--- src/inc/line_flags_regs.svh ---
// Register map, field positions, reset values and counts of the line flags
// block. Included by bare name; holds definitions only.
`ifndef LINE_FLAGS_REGS_SVH
`define LINE_FLAGS_REGS_SVH

// Byte addresses on the register bus
`define DATA_OFS          12'h000
`define LINE_STATUS_OFS   12'h004
`define CTRL_OFS          12'h008
`define INT_STATUS_OFS    12'h00C
`define INT_MASK_OFS      12'h010

// Line status field positions
`define LS_RX_READY       0
`define LS_OVERRUN        1
`define LS_PARITY         2
`define LS_FRAMING        3
`define LS_BREAK          4
`define LS_TX_HOLD_EMPTY  5
`define LS_TX_ALL_EMPTY   6
`define LS_FIFO_ERROR     7

// Interrupt status and mask field positions
`define INT_W             3
`define INT_TX_EMPTY      0
`define INT_RX_DATA       1
`define INT_RX_ERROR      2

// Reset values
`define CTRL_RESET        2'h0
`define INT_MASK_RESET    3'h0

// Sizes and counts
`define FIFO_DEPTH        128
`define FRAME_CYCLES      160

`endif

--- src/inc/line_flags_pkg.sv ---
// Types shared by the line flags block and its register-level bench.
// Assumes nothing beyond a SystemVerilog compiler.
package line_flags_pkg;

  // One received character with its error flags
  typedef struct packed {
    logic       brk;
    logic       framing;
    logic       parity;
    logic [7:0] data;
  } rx_entry_t;

  // Control register layout
  typedef struct packed {
    logic tx_empty_ie;
    logic fifo_en;
  } ctrl_t;

  typedef enum logic {
    TX_IDLE  = 1'b0,
    TX_SHIFT = 1'b1
  } tx_state_t;

endpackage

--- src/design/flag_fifo_mem.sv ---
// Small two-port memory for the receive and transmit queues.
// Assumes one clock; read data comes from a register and shows the word
// at raddr as of the previous edge, a write to that word included.
`timescale 1ns/10ps
module flag_fifo_mem #(
  parameter int WIDTH = 8,
  parameter int DEPTH = 128,
  parameter int AW    = $clog2(DEPTH)
) (
  input  wire logic             clk,
  input  wire logic             rst_n,
  input  wire logic             ce,
  input  wire logic             we,
  input  wire logic [AW-1:0]    waddr,
  input  wire logic [WIDTH-1:0] wdata,
  input  wire logic [AW-1:0]    raddr,
  output logic      [WIDTH-1:0] rdata_r
);

  logic [WIDTH-1:0] mem [DEPTH];

  // Bypass keeps the head valid one edge after a write into an empty queue
  wire              bypass   = we && (waddr == raddr);
  wire [WIDTH-1:0]  rd_nxt   = bypass ? wdata : mem[raddr];

  always_ff @(posedge clk) begin
    if (ce && we) begin
      mem[waddr] <= wdata;
    end
  end

  always_ff @(posedge clk or negedge rst_n) begin
    if (!rst_n) begin
      rdata_r <= '0;
    end else if (ce) begin
      rdata_r <= rd_nxt;
    end
  end

endmodule

--- src/design/uart_line_status_flags.sv ---
// Line status flags of one UART channel, with receive and transmit queues,
// break detector and an APB register slave.
// Assumes pclk is the UART clock, a serialiser that takes tx_char on
// tx_start and reports tx_shift_done, and a deserialiser that pulses
// rx_char_valid with each finished character.
//
// Overview of operation
// - Bit 7 set when queued character has error
// - Bit 7 clears when no queued errors remain
// - Bit 6 high when holding and shifter empty
// - FIFO mode: bit 6 needs FIFO, shifter empty
// - Bit 5 set when shifter takes the character
// - Bit 5 clears when CPU writes a character
// - Transmit interrupt while bit 5 and enabled
// - FIFO mode: bit 5 tracks transmit FIFO empty
// - Bit 4 set after one frame of low
// - One break character per break condition
// - Bit 3 zero without framing error
// - Bit 3 flags missing stop bit at head
// - Bit 2 flags parity error at head
// - Bit 1 overrun; queue contents kept unchanged
// - Bit 0 set while received data waits
`timescale 1ns/10ps
`include "line_flags_regs.svh"
module uart_line_status_flags #(
  parameter int DEPTH        = `FIFO_DEPTH,
  parameter int FRAME_CYCLES = `FRAME_CYCLES
) (
  input  wire logic                   pclk,
  input  wire logic                   presetn,
  input  wire logic                   ce,
  input  wire logic                   psel,
  input  wire logic                   penable,
  input  wire logic                   pwrite,
  input  wire logic [11:0]            paddr,
  input  wire logic [31:0]            pwdata,
  output logic      [31:0]            prdata,
  output logic                        pready,
  output logic                        pslverr,
  output logic                        irq,
  output logic                        tx_irq,
  input  wire logic                   rx_line,
  input  wire logic                   rx_char_valid,
  input  wire line_flags_pkg::rx_entry_t rx_char,
  input  wire logic                   tx_shift_done,
  output logic                        tx_start,
  output logic      [7:0]             tx_char
);
  import line_flags_pkg::*;

  localparam int AW = $clog2(DEPTH);
  localparam int CW = AW + 1;
  localparam int BW = $clog2(FRAME_CYCLES + 1);
  localparam logic [BW-1:0] BRK_LAST = BW'(FRAME_CYCLES - 1);
  localparam logic [CW-1:0] CAP_FULL = CW'(DEPTH);
  localparam logic [CW-1:0] CAP_ONE  = CW'(1);

  function automatic logic [CW-1:0] cnt_step(input logic [CW-1:0] c,
                                             input logic up,
                                             input logic dn);
    if (up && !dn) begin
      return c + CW'(1);
    end else if (dn && !up) begin
      return c - CW'(1);
    end
    return c;
  endfunction

  function automatic logic [AW-1:0] ptr_step(input logic [AW-1:0] p,
                                             input logic inc);
    return inc ? p + AW'(1) : p;
  endfunction

  // Registers
  ctrl_t             ctrl_r;
  logic [`INT_W-1:0] int_sts_r;
  logic [`INT_W-1:0] int_mask_r;
  logic              overrun_r;
  logic              tx_empty_q_r;
  logic [31:0]       prdata_r;
  logic              pready_r;
  logic              pslverr_r;
  logic              irq_r;
  logic              tx_irq_r;
  logic              tx_start_r;
  logic [7:0]        tx_char_r;
  tx_state_t         tx_state_r;
  logic [CW-1:0]     rx_cnt_r;
  logic [CW-1:0]     tx_cnt_r;
  logic [CW-1:0]     err_cnt_r;
  logic [AW-1:0]     rx_wp_r;
  logic [AW-1:0]     rx_rp_r;
  logic [AW-1:0]     tx_wp_r;
  logic [AW-1:0]     tx_rp_r;
  logic [BW-1:0]     brk_cnt_r;
  logic              brk_done_r;
  rx_entry_t         rx_head;
  logic [7:0]        tx_head;
  logic [7:0]        line_status;

  // Bus decode
  wire setup     = psel && !penable;
  wire done      = psel && penable && pready_r;
  wire wr_en     = done && pwrite;
  wire rd_en     = done && !pwrite;
  wire hit_data  = paddr == `DATA_OFS;
  wire hit_ls    = paddr == `LINE_STATUS_OFS;
  wire hit_ctrl  = paddr == `CTRL_OFS;
  wire hit_ists  = paddr == `INT_STATUS_OFS;
  wire hit_imask = paddr == `INT_MASK_OFS;
  wire mapped    = hit_data | hit_ls | hit_ctrl | hit_ists | hit_imask;

  // Non-FIFO mode is a queue of one: holding register and receive buffer
  wire [CW-1:0] cap    = ctrl_r.fifo_en ? CAP_FULL : CAP_ONE;
  wire rx_nonempty     = rx_cnt_r != '0;
  wire rx_full         = rx_cnt_r >= cap;
  wire tx_full         = tx_cnt_r >= cap;

  // Break detector: one push per low stretch of at least one frame, however long
  wire brk_push = !rx_line && !brk_done_r && (brk_cnt_r == BRK_LAST);
  wire rx_push  = brk_push || rx_char_valid;
  // Break enters the queue as a zero byte carrying the break flag
  wire rx_entry_t rx_in = brk_push ?
      rx_entry_t'{brk: 1'b1, framing: 1'b0, parity: 1'b0, data: 8'h00} :
      rx_entry_t'{brk: 1'b0, framing: rx_char.framing,
                  parity: rx_char.parity, data: rx_char.data};
  wire rx_in_err  = rx_in.brk | rx_in.framing | rx_in.parity;
  wire head_err   = rx_head.brk | rx_head.framing | rx_head.parity;
  wire rx_wr      = rx_push && !rx_full;
  wire overrun_ev = rx_push && rx_full;
  wire rx_pop     = rd_en && hit_data && rx_nonempty;
  wire err_up     = rx_wr && rx_in_err;
  wire err_dn     = rx_pop && head_err;

  // Transmit side
  wire tx_wr      = wr_en && hit_data && !tx_full;
  wire tx_load    = (tx_state_r == TX_IDLE) && (tx_cnt_r != '0);
  wire tx_empty   = tx_cnt_r == '0;
  wire tx_all_mt  = tx_empty && (tx_state_r == TX_IDLE);

  wire [AW-1:0] rx_rp_nxt = ptr_step(rx_rp_r, rx_pop);
  wire [AW-1:0] tx_rp_nxt = ptr_step(tx_rp_r, tx_load);

  // Line status; parity, framing and break are flags of the head character, zero while the queue is empty
  assign line_status[`LS_RX_READY]      = rx_nonempty;
  assign line_status[`LS_OVERRUN]       = overrun_r;
  assign line_status[`LS_PARITY]        = rx_nonempty && rx_head.parity;
  assign line_status[`LS_FRAMING]       = rx_nonempty && rx_head.framing;
  assign line_status[`LS_BREAK]         = rx_nonempty && rx_head.brk;
  assign line_status[`LS_TX_HOLD_EMPTY] = tx_empty;
  assign line_status[`LS_TX_ALL_EMPTY]  = tx_all_mt;
  assign line_status[`LS_FIFO_ERROR]    = err_cnt_r != '0;

  wire [`INT_W-1:0] int_ev;
  assign int_ev[`INT_TX_EMPTY] = tx_empty && !tx_empty_q_r;
  assign int_ev[`INT_RX_DATA]  = rx_wr;
  assign int_ev[`INT_RX_ERROR] = (rx_wr && rx_in_err) || overrun_ev;

  // Set wins over a write-one-to-clear in the same cycle
  wire [`INT_W-1:0] ists_clr = (wr_en && hit_ists) ?
                               pwdata[`INT_W-1:0] : '0;
  wire [`INT_W-1:0] ists_nxt = (int_sts_r & ~ists_clr) | int_ev;

  wire [31:0] rd_mux =
      hit_data  ? {24'h000000, rx_head.data} :
      hit_ls    ? {24'h000000, line_status} :
      hit_ctrl  ? {30'h00000000, ctrl_r} :
      hit_ists  ? {29'h00000000, int_sts_r} :
      hit_imask ? {29'h00000000, int_mask_r} : 32'h00000000;

  // Overrun is cleared by reading line status; a new overrun wins
  wire overrun_nxt = overrun_ev || (overrun_r && !(rd_en && hit_ls));

  flag_fifo_mem #(
    .WIDTH ($bits(rx_entry_t)),
    .DEPTH (DEPTH),
    .AW    (AW)
  ) u_rx_mem (
    .clk     (pclk),
    .rst_n   (presetn),
    .ce      (ce),
    .we      (rx_wr),
    .waddr   (rx_wp_r),
    .wdata   (rx_in),
    .raddr   (rx_rp_nxt),
    .rdata_r (rx_head)
  );

  flag_fifo_mem #(
    .WIDTH (8),
    .DEPTH (DEPTH),
    .AW    (AW)
  ) u_tx_mem (
    .clk     (pclk),
    .rst_n   (presetn),
    .ce      (ce),
    .we      (tx_wr),
    .waddr   (tx_wp_r),
    .wdata   (pwdata[7:0]),
    .raddr   (tx_rp_nxt),
    .rdata_r (tx_head)
  );

  // Bus slave: one wait-free access phase, data captured at setup
  always_ff @(posedge pclk or negedge presetn) begin
    if (!presetn) begin
      pready_r  <= 1'b0;
      pslverr_r <= 1'b0;
      prdata_r  <= 32'h00000000;
    end else if (ce) begin
      pready_r  <= setup;
      pslverr_r <= setup && !mapped;
      if (setup && !pwrite) begin
        prdata_r <= rd_mux;
      end
    end
  end

  always_ff @(posedge pclk or negedge presetn) begin
    if (!presetn) begin
      ctrl_r     <= `CTRL_RESET;
      int_mask_r <= `INT_MASK_RESET;
      int_sts_r  <= '0;
      irq_r      <= 1'b0;
      tx_irq_r   <= 1'b0;
      overrun_r  <= 1'b0;
    end else if (ce) begin
      if (wr_en && hit_ctrl) begin
        ctrl_r <= ctrl_t'(pwdata[1:0]);
      end
      if (wr_en && hit_imask) begin
        int_mask_r <= pwdata[`INT_W-1:0];
      end
      int_sts_r <= ists_nxt;
      irq_r     <= |(ists_nxt & int_mask_r);
      tx_irq_r  <= tx_empty && ctrl_r.tx_empty_ie;
      overrun_r <= overrun_nxt;
    end
  end

  // Receive queue bookkeeping
  always_ff @(posedge pclk or negedge presetn) begin
    if (!presetn) begin
      rx_cnt_r  <= '0;
      err_cnt_r <= '0;
      rx_wp_r   <= '0;
      rx_rp_r   <= '0;
    end else if (ce) begin
      rx_cnt_r  <= cnt_step(rx_cnt_r, rx_wr, rx_pop);
      err_cnt_r <= cnt_step(err_cnt_r, err_up, err_dn);
      rx_wp_r   <= ptr_step(rx_wp_r, rx_wr);
      rx_rp_r   <= rx_rp_nxt;
    end
  end

  always_ff @(posedge pclk or negedge presetn) begin
    if (!presetn) begin
      brk_cnt_r  <= '0;
      brk_done_r <= 1'b0;
    end else if (ce) begin
      if (rx_line) begin
        brk_cnt_r  <= '0;
        brk_done_r <= 1'b0;
      end else if (brk_push) begin
        brk_cnt_r  <= '0;
        brk_done_r <= 1'b1;
      end else if (!brk_done_r) begin
        brk_cnt_r <= brk_cnt_r + BW'(1);
      end
    end
  end

  // Transmit queue and shifter occupancy
  always_ff @(posedge pclk or negedge presetn) begin
    if (!presetn) begin
      tx_cnt_r     <= '0;
      tx_wp_r      <= '0;
      tx_rp_r      <= '0;
      tx_state_r   <= TX_IDLE;
      tx_start_r   <= 1'b0;
      tx_char_r    <= 8'h00;
      tx_empty_q_r <= 1'b1;
    end else if (ce) begin
      tx_cnt_r     <= cnt_step(tx_cnt_r, tx_wr, tx_load);
      tx_wp_r      <= ptr_step(tx_wp_r, tx_wr);
      tx_rp_r      <= tx_rp_nxt;
      tx_start_r   <= tx_load;
      tx_empty_q_r <= tx_empty;
      if (tx_load) begin
        tx_char_r  <= tx_head;
        tx_state_r <= TX_SHIFT;
      end else if (tx_shift_done) begin
        tx_state_r <= TX_IDLE;
      end
    end
  end

  assign prdata   = prdata_r;
  assign pready   = pready_r;
  assign pslverr  = pslverr_r;
  assign irq      = irq_r;
  assign tx_irq   = tx_irq_r;
  assign tx_start = tx_start_r;
  assign tx_char  = tx_char_r;

  a_err_set: assert property (@(posedge pclk) disable iff (!presetn)
    ce && err_up |=> line_status[`LS_FIFO_ERROR])
    else $error("error summary not set after errored push");

  a_err_clear: assert property (@(posedge pclk) disable iff (!presetn)
    !rx_nonempty |-> !line_status[`LS_FIFO_ERROR])
    else $error("error summary set with empty receive queue");

  a_temt_write: assert property (@(posedge pclk) disable iff (!presetn)
    ce && tx_wr |=> !line_status[`LS_TX_ALL_EMPTY])
    else $error("transmit empty still set after write");

  a_temt_shift: assert property (@(posedge pclk) disable iff (!presetn)
    tx_state_r == TX_SHIFT |-> !line_status[`LS_TX_ALL_EMPTY])
    else $error("transmit empty set while shifting");

  a_thre_load: assert property (@(posedge pclk) disable iff (!presetn)
    ce && tx_load && tx_cnt_r == CW'(1) && !tx_wr
      |=> line_status[`LS_TX_HOLD_EMPTY] && tx_start)
    else $error("holding empty not set on load");

  a_thre_write: assert property (@(posedge pclk) disable iff (!presetn)
    ce && tx_wr |=> !line_status[`LS_TX_HOLD_EMPTY])
    else $error("holding empty not cleared on write");

  a_tx_irq: assert property (@(posedge pclk) disable iff (!presetn)
    ce |=> tx_irq == $past(tx_empty && ctrl_r.tx_empty_ie))
    else $error("transmit interrupt does not follow empty flag");

  a_one_break: assert property (@(posedge pclk) disable iff (!presetn)
    ce && brk_push |=> !brk_push [*2])
    else $error("more than one break character pushed");

  a_overrun: assert property (@(posedge pclk) disable iff (!presetn)
    ce && overrun_ev && !rx_pop
      |=> overrun_r && rx_cnt_r == $past(rx_cnt_r))
    else $error("overrun changed queue or was not flagged");

  a_rx_ready: assert property (@(posedge pclk) disable iff (!presetn)
    ce && rx_wr |=> line_status[`LS_RX_READY])
    else $error("receive ready not set after push");

endmodule

--- config.mk ---
export PLATFORM = sky130hd
export DESIGN_NAME = uart_line_status_flags
export DESIGN_NICKNAME = d
export VERILOG_FILES = /design/src/inc/line_flags_pkg.sv /design/src/design/flag_fifo_mem.sv /design/src/design/uart_line_status_flags.sv
export VERILOG_INCLUDE_DIRS = /design/src /design/src/inc
export SDC_FILE = /design/constraint.sdc
export NUM_CORES = 2
export LEC_CHECK = 0
export BUFFER_PORTS_ARGS = -buffer_cell sky130_fd_sc_hd__buf_2
export CAP_MARGIN = 25
export CORE_MARGIN = 5
export CORE_UTILIZATION = 55
export CTS_CLUSTER_SIZE = 30
export DETAILED_ROUTE_END_ITERATION = 7
export GPL_TIMING_DRIVEN = 0
export PLACE_DENSITY = 0.8
export SYNTH_ARGS = -nofsm -noshare
export SYNTH_HDL_FRONTEND = slang
export SYNTH_SLANG_ARGS = --single-unit
--- constraint.sdc ---
create_clock -name pclk -period 11.15 [get_ports pclk]
set_clock_uncertainty 0.05 [all_clocks]
set_input_delay 1.6725 -clock pclk [delete_from_list [all_inputs] [get_ports pclk]]
set_output_delay 1.6725 -clock pclk [all_outputs]
set_load 0.02 [all_outputs]
* Word level (Yosys, flattened, before mapping)
Memory sizes are Yosys's and may differ from the RTL's. A register that Yosys moved wholly into a read port is not among the register bits. Cells that the tools add are included.
Word-level totals: register bits 117, RAM bits 2432, input bits 64, output and inout bits 45, logic and storage cells 170, memories kept 2
Operators by class: add/subtract/negate cells 11, order comparisons 2, equality and inequality tests 6, mux-type cells 36, bitwise operators 13, reductions and logical operators 77
Memories:
- u_rx_mem.mem | words 128, bits a word 11, read ports 1, clocked after memory_dff 1, wr ports 1, line flag_fifo_mem.sv:20 | logic [WIDTH-1:0] mem [DEPTH];
- u_tx_mem.mem | words 128, bits a word 8, read ports 1, clocked after memory_dff 1, wr ports 1, line flag_fifo_mem.sv:20
Operator list (number):
- 8-bit 2-to-1 mux | 12
- 1-bit logical AND | 37
- 8-bit by 1-bit adder with 8-bit output, second input constant | 4
- 7-bit by 1-bit adder with 7-bit output, second input constant | 4
- 12-bit by 4-bit == test with 1-bit output, second input constant | 2
- 2-bit AND reduction | 12
- 8-bit nonzero test | 3
- 8-bit by 1-bit subtractor with 8-bit output, second input constant | 3
- 1-bit zero test | 17
- 1-bit 2-to-1 mux | 17
- 8-bit greater-or-equal comparator | 2
- 7-bit 2-to-1 mux | 2
- 12-bit by 3-bit == test with 1-bit output, second input constant | 1
- 12-bit by 5-bit == test with 1-bit output, second input constant | 1
- 12-bit zero test | 1
- 3-bit 2-to-1 mux | 4
- 11-bit 2-to-1 mux | 1
- 8-bit == test, second input constant | 1
- 8-bit zero test | 1
- 1-bit bitwise OR | 8
- 3-bit bitwise AND | 2
- 2-bit nonzero test | 2
- 1-bit logical OR | 3
- 3-bit by 2-bit inequality test with 1-bit output, second input constant | 1
- 4 further kinds | 4

* Logic depth before layout (Yosys ltp)
depth in word-level cells 13, depth in mapped cells 22, depth with buffers taken out 19

* By module
Synthesis repeated with hierarchy kept, for this count alone.
Unflattened totals: cell total of the unflattened synthesis 5137, area total of the unflattened synthesis 101697.5 sq um
Modules (own cells, without submodules):
- flag_fifo_mem at u_rx_mem | instances 1, cells an instance 2668, area an instance 55512.0 sq um, sequential area each 42555.8 sq um
- flag_fifo_mem at u_tx_mem | instances 1, cells an instance 1906, area an instance 40546.4 sq um, sequential area each 30949.7 sq um
- uart_line_status_flags | instances 1, cells an instance 563, area an instance 5639.2 sq um, sequential area each 2328.5 sq um

* Worst setup path before layout
Ideal clock, no wire load.
path type input -> register, from input port rx_line, to memory u_rx_mem.mem[0][10] (netlist name) (data pin), library setup time 1.629 ns, arrival 9.336 ns, data required time 9.471 ns, path slack 0.135 ns, stages on the path 2, buffers on the path 1, cells stage by stage clkbuf_1 -> nor4b_1
On the way: word-level cells in the longest chain between the ends 4
RTL lines:
- start: declaration | line uart_line_status_flags.sv:42 | input wire logic rx_line,
- 1-bit zero test | line uart_line_status_flags.sv:120 | wire brk_push = !rx_line && !brk_done_r && (brk_cnt_r == BRK_LAST);
- 1-bit logical AND (2 in series) | line uart_line_status_flags.sv:120
- via brk_push | line uart_line_status_flags.sv:120
- 11-bit 2-to-1 mux | line uart_line_status_flags.sv:123 | wire rx_entry_t rx_in = brk_push ?
- end: declaration | line flag_fifo_mem.sv:20
The timed path passes the listed nets, and every way through them passes these cells.

* Worst setup path in the final report
from register rx_rp_r[0], to register u_rx_mem.rdata_r[1] (read register of u_rx_mem.mem)
On the way: word-level cells in the longest chain between the ends 2
RTL lines:
- start: declaration | line uart_line_status_flags.sv:92 | logic [AW-1:0] rx_rp_r;
- start signal: assignment | line uart_line_status_flags.sv:252 | rx_rp_r <= rx_rp_nxt;
- 7-bit by 1-bit adder with 7-bit output | line uart_line_status_flags.sv:71 | return inc ? p + AW'(1) : p;
- 7-bit 2-to-1 mux (*) | line uart_line_status_flags.sv:71
- end: declaration | line flag_fifo_mem.sv:17 | output logic [WIDTH-1:0] rdata_r
Mark *: on every way between the ends. The rest lies on a longest branch, timed or not. A chain may end at the register's enable or synchronous reset.

==> flow_summary.json <==
{
  "status": "complete, but fails checks",
  "violations": "design-rule violations",
  "largest_reg_flops": 1408,
  "dp_slack_ps": 3720,
  "post-route-drc-count": 16,
  "synth-simple-area-share_pct": 10.8,
  "ys_ff_latch": 2544,
  "clkSinkCount": 2544,
  "min_path_cells": 1,
  "dp_hpwl_mm": 296,
  "cts_max_path_buffers": 4,
  "path_buf_inv": 6,
  "synth_cells": 7628,
  "critPathCaptureType": "flop",
  "required_ps": 11910,
  "holdWs_ps": 432,
  "cp_common_cell": "buf_1",
  "drive_gt1_share_pct": 14.6,
  "avgSynthCellArea_um2": 13.9,
  "synth_edf_count": 2432,
  "die_h_um": 449,
  "crit_type": "flop to flop",
  "cts_root_buf": "clkbuf_16",
  "power.leakage_uw": 0.0411,
  "cts_resized": 0,
  "critical_path.cell_chain": "ha_1, clkbuf_1, buf_1, buf_8, buf_1, nand3_1, clkbuf_1, o221ai_1, a311oi_1, a2111oi_0, buf_1, a21oi_1",
  "antenna_found_initial": 28,
  "wl_per_cell_um": 38.1,
  "core_mm2": 0.192,
  "grt_setup_unrepaired": "false",
  "slew_violations": 0,
  "ys_warn_count": 0,
  "io_pins": 109,
  "switchingPower_uw": 9500,
  "max_clock_freq_mhz": 144,
  "grt_pass1_wl_mm": 574,
  "crit_family": "buffers and inverters",
  "slowest_stage": "buf_1",
  "critPathLaunchType": "flop",
  "period_share_pct": 62.3,
  "io_buffers": 57,
  "grt_max_degree": 106,
  "reg2reg_slack_ps": 4210,
  "cpPeakStageDelay_ps": 890,
  "worst_hold_path_type": "flop to flop",
  "synthXorXnorAreaFrac_pct": 0.734,
  "dr.pass1.iters": 8,
  "combPwrFrac_pct": 28.4,
  "chipWidth_um": 449,
  "period_needed_ps": 6940,
  "tritoncts": "built",
  "drt-total-wl_mm": 419,
  "syn_to_final_growth_pct": 14.8,
  "ir_drop_mv": 0.287,
  "hold_start": "err_cnt_r[7]",
  "synthMuxAreaShare_pct": 5.35,
  "fin_nets": 8365,
  "pwr-share-seq_pct": 39.4,
  "synthAdderAreaFrac_pct": 0.422,
  "final.setup.tns_ps": 0,
  "top_regs": "u_rx_mem.mem (1408), u_tx_mem.mem (1024), u_rx_mem.rdata_r (11)",
  "cts_setup_buffers": 0,
  "via_count": 77200,
  "worstPathArrival_ps": 7700,
  "first_iter_violations": 14000,
  "stdcell_area_mm2": 0.122,
  "synth_ff_type": "edfxtp_1",
  "setup_ws_ps": 4210,
  "grt_util_all_layers_pct": 40.8,
  "yosysUniqueCellTypes": 105,
  "clk-insertion-delay-late_ps": 960,
  "vias_per_cell": 7.02,
  "ys_async_sr_fraction_pct": 4.40,
  "first_global_vias": 73500,
  "worstRegToRegCells": 12,
  "syn-cell-area_mm2": 0.106,
  "ant_nets": 0,
  "crit_fanout": 10,
  "top_register": "u_rx_mem.mem",
  "cp_num_cells": 12,
  "crit-reg2reg-launch": "rx_rp_r[0]",
  "relSlewSlack_pct": 12.8,
  "cp-startpoint": "rx_rp_r[0]",
  "htreeDepth": 5,
  "cts_buffers": 277,
  "num_rows": 161,
  "hold_violations": 0,
  "clockPowerShare_pct": 32.2,
  "globalplace.congestion": 1.06,
  "initial_core_util_pct": 55.2,
  "p_int_uw": 17800,
  "maxCapViolations": 0,
  "clk_pin_slew_ps": 60,
  "swShare_pct": 34.8,
  "postCtsHoldBufs": 0,
  "synth_compound_area_share_pct": 8.89,
  "grt_remaining_overflow": 0,
  "finalSetupViolCount": 0,
  "synth_top_family_by_area": "simple AND/OR/NAND/NOR gates",
  "die_area_mm2": 0.202,
  "power.density_mw_per_mm2": 224,
  "post_dp_cell_area_mm2": 0.113,
  "final_util_pct": 63.4,
  "ys_seq_area_share_pct": 71.4,
  "tightest_slew_ps": 1300
}
[final timing paths]
kind,endpoint
worst max-delay path,u_rx_mem.rdata_r[1]
worst min-delay path,err_cnt_r[7]
worst max register to register,u_rx_mem.rdata_r[1]
worst min register to register,err_cnt_r[7]
max in group asynchronous,rx_wp_r[3]
min in group asynchronous,brk_cnt_r[4]
[power groups by stage]
stage	sequential [uW]	combinational [uW]	clock [uW]
finish	10700	7750	8800
global route	10700	7900	9160
CTS	10700	7400	8740
detailed placement	10900	7320	0
global placement	11000	7100	0
floorplan	10900	4180	0
[cells in the final DEF, fill, tap and decap left out, drive strengths merged, types with 37 or more instances in the layout]
cell type	instances
edfxtp	2432
nand2	1346
buf	608
clkbuf	573
nor2	470
nand3	416
a21oi	238
mux2i	236
o22ai	212
o21ai	203
a31oi	151
nor3	126
o221ai	125
mux4	116
dfrtp	111
clkinv	103
nand4	80
a32oi	77
mux2	63
xnor2	53
and3	51
a221oi	50
nor2b	43
a211oi	40
nor4	40
inv	37
[stage by stage]
step / power [uW] / cells
after floorplan: 15100 / 7651
after CTS: 26900 / 10900
after global routing: 27800 / 11000
after detailed placement: 18300 / 10500
final: 27300 / 11000
after global placement: 18100 / 10200
[kinds of logic after synthesis]
kind of cell / after synthesis
buf+inv: 548
other cells: 1
xor+xnor: 80
compound gates: 1374
mux: 415
flops: 2544
simple gates: 2632
fa+ha+maj: 34
[worst register-to-register path, delay by kind of cell, from the launching register on]
family / cells / cell delay, ps
buffers and inverters: 6 / 3370
AOI/OAI and AO/OA: 4 / 1720
and+or+nand+nor: 1 / 770
adders and majority gates: 1 / 500
DFF: 1 / 430
[cell usage after synthesis, types with 36 or more instances]
cell type  number  share of area (%)
buf_2         165               0.78
nand4_1        79               0.47
edfxtp_1     2432                 69
and3_1         51               0.30
xnor2_1        48               0.40
mux2_2         61               0.65
buf_4          56               0.40
a221oi_1       50               0.41
a32oi_1        77               0.64
a31oi_1       151               0.89
nand2_1      1343                4.7
clkbuf_1      236               0.83
mux4_2        116                2.5
nor2_1        466                1.6
nor2b_1        43               0.25
o22ai_1       211                1.2
nand3_1       415                2.0
dfrtp_1       111                2.6
a311oi_1       36               0.30
buf_1          56               0.20
nor3_1        122               0.58
a21oi_1       232                1.1
mux2i_1       236                2.2
o21ai_0       184               0.87
a211oi_1       39               0.28
o221ai_1      125                1.0
[metal layers]
metal | vias up | routed length, um | GRT usage [%]
met3 | 1802 | 54600 | 13.0
met5 | - | 153 | 0
met2 | 6849 | 184000 | 61.4
li1 | 30700 | - | -
met4 | 22 | 46600 | 34.5
met1 | 37800 | 133000 | 48.0
[area by class of cell]
type,count,area [um^2]
Multi-Input combinational cell,4559,28100
Timing Repair Buffer,337,3870
Buffer,518,2400
Tap cell,2526,3160
Clock inverter,135,1120
Clock buffer,327,7220
Fill cell,13700,70300
Sequential cell,2544,75800
Inverter,30,113
Antenna cell,17,42.5
Power figures use the tool's default switching activity.
